===== src/sweep_ctl_pkg.sv =====
package sweep_ctl_pkg;
  // ************************************************************
  // Widths and encodings
  // ************************************************************
  localparam int freq_w = 32;
  localparam int duty_w = 10;
  localparam int slot_w = 4;
  localparam int slot_count = 10;
  localparam int setting_w = duty_w + 4;
  // Duty in tenths of a percent
  localparam logic [duty_w-1:0] duty_min = 10'h032;
  localparam logic [duty_w-1:0] duty_max = 10'h3b6;
  localparam logic [duty_w-1:0] duty_half = 10'h1f4;
  // ************************************************************
  // Values after reset or preset; fixed ranging code; last slot
  // ************************************************************
  localparam logic trig_enable_init = 1'b1;
  localparam logic pause_enable_init = 1'b1;
  localparam logic mod_init = 1'b0;
  localparam logic output_on_init = 1'b0;
  localparam logic ranging_init = 1'b0;
  localparam logic fixed_ranging = 1'b1;
  localparam logic [slot_w-1:0] last_slot = 4'h9;

  typedef enum logic [2:0] {
    st_idle = 3'b000,
    st_run = 3'b001,
    st_cmd_pause = 3'b010,
    st_pin_pause = 3'b011,
    st_park_start = 3'b100,
    st_park_stop = 3'b101
  } sweep_state_t;
endpackage


===== src/sweep_run_control.sv =====
`timescale 1ns/100ps
// Functional notes
// - Remote with trigger enable 1: trigger input starts one sweep; 0 ignores.
// - Local mode always honours the one-shot trigger input.
// - Trigger enable kept across local periods and reapplied in remote.
// - Reset and preset set trigger input remote enable to one.
// - Park-at-start halts any sweep and outputs start frequency.
// - Park-at-stop halts any sweep and outputs stop frequency.
// - Pause command halts running sweep; continue command restarts it.
// - Continue while not paused is ignored, raising no error.
// - Remote: pause input honoured with enable 1, ignored with enable 0.
// - Local mode honours the pause-level input whatever the enable, except during a command pause.
// - Pause enable kept across local periods and restored in remote.
// - Reset and preset set pause input remote enable to one.
// - Enabled pause input low pauses sweep; pause/continue commands ignored.
// - Pause input returning high restarts the sweep it paused.
// - After command pause, pause input ignored until continue command.
// - Duty accepted from 5.0 to 95.0 percent in 0.1 steps.
// - Fixed duty command forces duty to exactly 50 percent.
// - Save settings to slot 0..9; reload a slot's settings.
// - Output switch 0 disables waveform output, 1 enables.
// - Ranging select 0 automatic, 1 fixed.
// - Single start runs one sweep; continuous start repeats.
module sweep_run_control
  import sweep_ctl_pkg::*;
(
  input wire logic sys_clk,
  input wire logic resetn,
  input wire logic remote_mode,
  input wire logic one_shot_trigger_input,
  input wire logic sweep_pause_input_n,
  input wire logic trigger_enable_write,
  input wire logic trigger_enable_value,
  input wire logic pause_enable_write,
  input wire logic pause_enable_value,
  input wire logic park_at_start_command,
  input wire logic park_at_stop_command,
  input wire logic sweep_pause_command,
  input wire logic sweep_continue_command,
  input wire logic single_sweep_begin_command,
  input wire logic continuous_sweep_begin_command,
  input wire logic sweep_off_command,
  input wire logic preset_command,
  input wire logic modulation_write,
  input wire logic modulation_value,
  input wire logic duty_write,
  input wire logic [duty_w-1:0] duty_value,
  input wire logic fixed_half_duty_command,
  input wire logic settings_save_command,
  input wire logic settings_reload_command,
  input wire logic [slot_w-1:0] slot_number,
  input wire logic output_switch_write,
  input wire logic output_switch_value,
  input wire logic ranging_write,
  input wire logic ranging_value,
  input wire logic [freq_w-1:0] start_freq,
  input wire logic [freq_w-1:0] stop_freq,
  input wire logic [freq_w-1:0] sweep_step,
  output logic [freq_w-1:0] output_freq,
  output logic sweeping,
  output logic sweep_paused,
  output logic trigger_input_remote_enable,
  output logic pause_input_remote_enable,
  output logic amplitude_modulation_switch,
  output logic [duty_w-1:0] square_duty_setting,
  output logic waveform_output_switch,
  output logic output_ranging_select,
  output logic setting_rejected
);
  import sweep_ctl_pkg::*;

  // ************************************************************
  // State
  // ************************************************************
  typedef struct packed {
    sweep_state_t st;
    logic continuous;
    logic [freq_w-1:0] freq;
    logic trig_en;
    logic pause_en;
    logic mod;
    logic [duty_w-1:0] duty;
    logic out_on;
    logic ranging;
    logic rejected;
    logic reload_pending;
    logic run_flag;
    logic pause_flag;
  } ctl_t;

  ctl_t r;
  ctl_t next_r;
  logic [setting_w-1:0] slot_data;
  logic slot_ok;
  logic trig_live;
  logic pin_pause;
  logic save_go;

  assign slot_ok = (slot_number <= last_slot);
  assign save_go = settings_save_command && slot_ok;

  // Stored image: duty, modulation, output switch, ranging
  settings_store store_u (
    .sys_clk(sys_clk),
    .write_en(save_go),
    .write_slot(slot_number),
    .write_data({r.duty, r.mod, r.out_on, r.ranging, 1'b0}),
    .read_slot(slot_number),
    .read_data(slot_data)
  );

  // ************************************************************
  // Input gating
  // ************************************************************
  // Enables stay stored in local mode, so remote reapplies them
  assign trig_live = one_shot_trigger_input
    && (!remote_mode || r.trig_en);
  assign pin_pause = !sweep_pause_input_n
    && (!remote_mode || r.pause_en);

  // ************************************************************
  // Next state
  // ************************************************************
  always_comb begin
    next_r = r;
    next_r.rejected = 1'b0;
    next_r.reload_pending = 1'b0;
    if (trigger_enable_write) begin
      next_r.trig_en = trigger_enable_value;
    end
    if (pause_enable_write) begin
      next_r.pause_en = pause_enable_value;
    end
    if (modulation_write) begin
      next_r.mod = modulation_value;
    end
    if (output_switch_write) begin
      next_r.out_on = output_switch_value;
    end
    if (ranging_write) begin
      next_r.ranging = ranging_value;
    end
    if (duty_write) begin
      if (duty_value >= duty_min && duty_value <= duty_max) begin
        next_r.duty = duty_value;
      end else begin
        next_r.rejected = 1'b1;
      end
    end
    if (fixed_half_duty_command) begin
      next_r.duty = duty_half;
    end
    if ((settings_save_command || settings_reload_command) && !slot_ok) begin
      next_r.rejected = 1'b1;
    end
    // Read port lags one cycle, so the copy lands a cycle later
    if (settings_reload_command && slot_ok) begin
      next_r.reload_pending = 1'b1;
    end
    if (r.reload_pending) begin
      {next_r.duty, next_r.mod, next_r.out_on, next_r.ranging} =
        slot_data[setting_w-1:1];
    end
    case (r.st)
      st_idle, st_park_start, st_park_stop: begin
        if (trig_live) begin
          next_r.st = st_run;
          next_r.continuous = 1'b0;
          next_r.freq = start_freq;
        end
      end
      st_run: begin
        if (pin_pause) begin
          next_r.st = st_pin_pause;
        end else if (sweep_pause_command) begin
          next_r.st = st_cmd_pause;
        end else if (r.freq >= stop_freq) begin
          next_r.freq = start_freq;
          if (!r.continuous) begin
            next_r.st = st_idle;
          end
        end else begin
          next_r.freq = freq_w'(r.freq + sweep_step);
        end
      end
      st_cmd_pause: begin
        // Pause pin is not looked at here
        if (sweep_continue_command) begin
          next_r.st = st_run;
        end
      end
      st_pin_pause: begin
        // Pause and continue commands carry no weight while the pin holds
        if (!pin_pause) begin
          next_r.st = st_run;
        end
      end
      default: begin
        next_r.st = st_idle;
      end
    endcase
    // Begin, off, park and preset override the sweep machine
    if (single_sweep_begin_command || continuous_sweep_begin_command) begin
      next_r.st = st_run;
      next_r.continuous = continuous_sweep_begin_command;
      next_r.freq = start_freq;
    end
    if (sweep_off_command) begin
      next_r.st = st_idle;
    end
    if (park_at_start_command) begin
      next_r.st = st_park_start;
      next_r.freq = start_freq;
    end
    if (park_at_stop_command) begin
      next_r.st = st_park_stop;
      next_r.freq = stop_freq;
    end
    if (preset_command) begin
      next_r.trig_en = trig_enable_init;
      next_r.pause_en = pause_enable_init;
      next_r.mod = mod_init;
      next_r.out_on = output_on_init;
      next_r.ranging = ranging_init;
      next_r.duty = duty_half;
      next_r.st = st_idle;
      next_r.continuous = 1'b0;
    end
    // Status outputs registered, not decoded after the flop
    next_r.run_flag = (next_r.st == st_run);
    next_r.pause_flag = (next_r.st == st_cmd_pause)
      || (next_r.st == st_pin_pause);
  end

  always_ff @(posedge sys_clk or negedge resetn) begin
    if (!resetn) begin
      r <= '{st: st_idle, continuous: 1'b0, freq: '0,
             trig_en: trig_enable_init, pause_en: pause_enable_init,
             mod: mod_init, duty: duty_half, out_on: output_on_init,
             ranging: ranging_init, rejected: 1'b0,
             reload_pending: 1'b0, run_flag: 1'b0,
             pause_flag: 1'b0};
    end else begin
      r <= next_r;
    end
  end

  assign output_freq = r.freq;
  assign sweeping = r.run_flag;
  assign sweep_paused = r.pause_flag;
  assign trigger_input_remote_enable = r.trig_en;
  assign pause_input_remote_enable = r.pause_en;
  assign amplitude_modulation_switch = r.mod;
  assign square_duty_setting = r.duty;
  assign waveform_output_switch = r.out_on;
  assign output_ranging_select = r.ranging;
  assign setting_rejected = r.rejected;
endmodule


===== src/settings_store.sv =====
`timescale 1ns/100ps
module settings_store
  import sweep_ctl_pkg::*;
(
  input wire logic sys_clk,
  input wire logic write_en,
  input wire logic [slot_w-1:0] write_slot,
  input wire logic [setting_w-1:0] write_data,
  input wire logic [slot_w-1:0] read_slot,
  output logic [setting_w-1:0] read_data
);
  logic [setting_w-1:0] mem [slot_count];

  // Registered read; slots hold no reset value
  always_ff @(posedge sys_clk) begin
    if (write_en) begin
      mem[write_slot] <= write_data;
    end
    read_data <= mem[read_slot];
  end
endmodule


===== config.mk =====
export PLATFORM = sky130hd
export DESIGN_NAME = sweep_run_control
export DESIGN_NICKNAME = d
export VERILOG_FILES = /design/src/sweep_ctl_pkg.sv /design/src/sweep_run_control.sv /design/src/settings_store.sv
export SDC_FILE = /design/constraint.sdc
export NUM_CORES = 1
export LEC_CHECK = 0
export ABC_CLOCK_PERIOD_IN_PS = 5700
export BUFFER_PORTS_ARGS = -buffer_cell sky130_fd_sc_hd__buf_2
export CORE_ASPECT_RATIO = 2
export CORE_UTILIZATION = 45
export DETAILED_ROUTE_END_ITERATION = 12
export PLACE_DENSITY = 0.68
export SYNTH_ARGS = -nofsm -noshare
export SYNTH_HDL_FRONTEND = slang
export SYNTH_SLANG_ARGS = --single-unit

===== constraint.sdc =====
create_clock -name sys_clk -period 5.7 [get_ports sys_clk]
set_clock_uncertainty 0.15 [all_clocks]
set_input_delay 0.57 -clock sys_clk [delete_from_list [all_inputs] [get_ports sys_clk]]
set_output_delay 0.57 -clock sys_clk [all_outputs]
set_load 0.03 [all_outputs]

==> impl_metrics.toml <==
[outcome]
outcome = "completed"

[floorplanning]
floorplan.initialDensity_pct = 45.8
die-area_mm2 = 0.0250
coreArea_mm2 = 0.0239
fp-row-count = 80
fp.dieH_um = 223
die_width_um = 112
floorplan.io_pins = 187

[yosys]
synth_seq_area_share_pct = 50.6
yosys_most_used_dff = "edfxtp_1"
synthesis.yosys.warnings = 0
synth.distinct_cells = 75
synth-edff-count = 130
synth_async_sr_flop_share_pct = 27.8
syn-instance-count = 929
ys_ff_latch = 198
synth_area_per_cell_um2 = 11.8
synth_nets = 1130
synth_area_mm2 = 0.0110

[layout]
multi_input_area_mm2 = 0.00474
drive_above_1_share_pct = 28.2
sequential_cell_area_mm2 = 0.00555
final_design_area_no_fill_mm2 = 0.0125
number_of_inserted_filler_cells_in_the_final_layout = 2156
finish.net_count = 1269
layout-area-overhead-vs-synth_pct = 14.2
finish.utilization_pct = 52.3

[clock_network]
clock_latency_of_the_later_clocked_register_in_the_worst_skew_pair_ns = 0.45
cts_buffers = 17
cts_root_buf = "clkbuf_16"
post_cts.resized_instances = 0
cts.sink_count = 198
postCtsHoldBufs = 0
clock_tree.buffer_depth = 2
htree_num_levels = 4
cts_tree = "built"
post_cts_buffers = 0
worst_setup_hold_path_clk_slew_ns = 0.07

[worst_setup_path]
critical_path.max_stage_delay_ns = 0.83
cp-start-kind = "flop"
timing_worst_setup_path_type = "flop to flop"
worstReg2RegStart = "output_freq[21]$_DFFE_PN0P_"
reg2reg_setup_slack_ns = 1.97
critPathArrivalTime_ns = 3.94
worst_path_max_delay_cell = "o21bai_4"
cp_cell_sequence = "ha_1 -> nand4_1 -> or4_4 -> o211ai_1 -> o211ai_4 -> o21bai_4 -> and2_1 -> a222oi_1 -> o21ai_0"
worst-endpoint-required_ns = 5.91
worstRegToRegCells = 9
critPathCaptureType = "flop"
rr_endpoint = "output_freq[14]$_DFFE_PN0P_"
crit_path_max_fanout = 27

[placed_design]
dpl_worst_slack_ns = 1.75
io_buffers = 186
finalWeightedCongestion = 0.880
dp_hpwl_mm = 22.1
dpl_cell_area_mm2 = 0.0119

[global_routing]
pin_count_of_the_biggest_net_entering_global_routing = 56
grt_usage_pct = 25.1
first_global_vias = 8355
grt_first_pass_wirelength_mm = 45.8
gr-total-overflow = 0
antenna_found_initial = 2

[drt]
routed-via-count = 8041
drc_errors = 0
drtPass1Iterations = 5
detail_route.wirelength_mm = 30.1
drt-wirelength-per-cell_um = 22.0
antenna_violating_nets_post_route = 0
drt_first_iter_violations = 390
post_drt_via_cell_ratio = 5.87

[sta]
max_fclk_mhz = 268
post-route-period-util_pct = 65.4
setup_ws_ns = 1.97
slew_viol_final = 0
grt_setup_unrepaired = "no"
setup_total_negative_slack_ns = 0
slew_headroom_pct = 29.1
report.final.setup_viol = 0
post-route-min-period_ns = 3.73
hold_viol_final = 0
worst-slew-pin-transition_ns = 1.06

[power_and_ir_drop]
total_leakage_power_nw = 5.14
pwr_density_cell_mw_per_mm2 = 295
worst_ir_drop_vdd_uv = 196

[min_path]
worstHoldEndpoint = "pause_input_remote_enable$_DFFE_PN1P_"
hp-start = "pause_enable_write"
hold_depth = 2
min_path_type = "input port to flop"

[run]
drv.max_cap_violation_count = 0
-- layout by cell type (no fill, tap or decap), drive strengths merged, types with 8 or more instances in the layout --
master	instances
buf	200
edfxtp	130
a21oi	66
nor2	65
ha	63
inv	58
nand2	57
dfrtp	47
o21ai	44
mux4	26
a221oi	25
mux2i	24
o22ai	24
a211oi	20
clkbuf	18
nor2b	18
a21o	17
xnor2	15
dfxtp	13
nor3	12
xor2	12
o211ai	12
nand3	10
nand4	8
dfstp	8
-- report_power, final --
part / leakage, nW / switching, mW / internal, mW / total [mW]
Combinational: 2.92 / 0.452 / 0.289 / 0.741
Clock: 0.311 / 0.558 / 0.729 / 1.29
Sequential: 1.91 / 0.0637 / 1.60 / 1.66
-- per-stage QoR --
step	power (mW)	hold slack (ns)	std cells
global route	3.84	0.158	1369
global placement	2.42	0.300	1336
detailed placement	2.43	0.310	1336
floorplan	2.21	0.124	929
CTS	3.72	0.130	1368
finish	3.69	0.164	1370
-- per-layer routing --
layer  share of wire [%]  global-route usage (%)  wire, µm  up-vias
met2                  56                    48.6     17000      255
li1                    -                       -         -     3776
met5               0.043                       0        13        -
met1                  34                    24.1     10200     3931
met4                 5.6                    15.9      1690        2
met3                 4.0                    3.85      1220       77
-- cell type report --
class	count	share of cell area, %
multi-input cells	600	37.9
well taps	287	2.87
clock buffers	18	3.60
inverters	51	1.53
clock inverters	14	1.46
flip-flops and latches	198	44.3
diodes	2	0.0400
repair buffers	200	8.28
-- worst max-delay path: cells and delay by family (launching register included) --
family,cells,cell delay [ns]
compound gates,5,1.46
simple gates,3,1.25
flops,1,0.45
fa+ha+maj,1,0.33
-- synthesized netlist by cell type (9+ instances only) --
library cell,number,area (µm²)
buf_4,42,315
edfxtp_1,130,3900
nor2_1,65,244
a21oi_1,65,325
nor3_1,12,60.1
xnor2_1,15,131
a221oi_1,9,78.8
dfxtp_1,13,260
a21o_1,17,128
clkbuf_1,27,101
o211ai_1,11,82.6
xor2_1,12,105
o21ai_0,42,210
mux4_2,26,586
nor2b_1,17,106
o22ai_1,24,150
a211oi_1,19,143
nand3_1,10,50.1
dfrtp_1,47,1180
inv_1,51,191
a221oi_2,16,240
nand2_1,57,214
ha_1,63,788
mux2i_1,24,240
-- sequential cells by signal, summed over array words and instances, names as in the netlist --
signal / flops
setting_rejected: 1
square_duty_setting: 10
r: 5
waveform_output_switch: 1
store_u.mem: 130
trigger_input_remote_enable: 1
amplitude_modulation_switch: 1
output_ranging_select: 1
store_u.read_data: 13
output_freq: 32
pause_input_remote_enable: 1
sweep_paused: 1
sweeping: 1
-- cells by family after synthesis --
family,Yosys count,share of synthesized area (%)
AOI/OAI and AO/OA,261,17.4
and+or+nand+nor,198,8.51
DFF,198,50.6
buffers and inverters,131,6.37
adders and majority gates,64,7.37
muxes,50,7.53
xor gates and xnor gates,27,2.16
-- how the worst max path moves through the flow --
stage / from / to / slack [ns] / cells past startpoint
6_report: output_freq[21]$_DFFE_PN0P_ / output_freq[14]$_DFFE_PN0P_ / 1.97 / 9
5_1_grt: output_freq[21]$_DFFE_PN0P_ / output_freq[1]$_DFFE_PN0P_ / 1.72 / 8
4_1_cts: output_freq[21]$_DFFE_PN0P_ / output_freq[14]$_DFFE_PN0P_ / 1.98 / 9
3_5_place_dp: stop_freq[21] / output_freq[19]$_DFFE_PN0P_ / 1.75 / 11
3_3_place_gp: stop_freq[21] / output_freq[1]$_DFFE_PN0P_ / 1.83 / 10
2_1_floorplan: slot_number[0] / store_u.mem[0][0]$_DFFE_PP_ / 2.65 / 5
(Power assumes the default switching activity.)
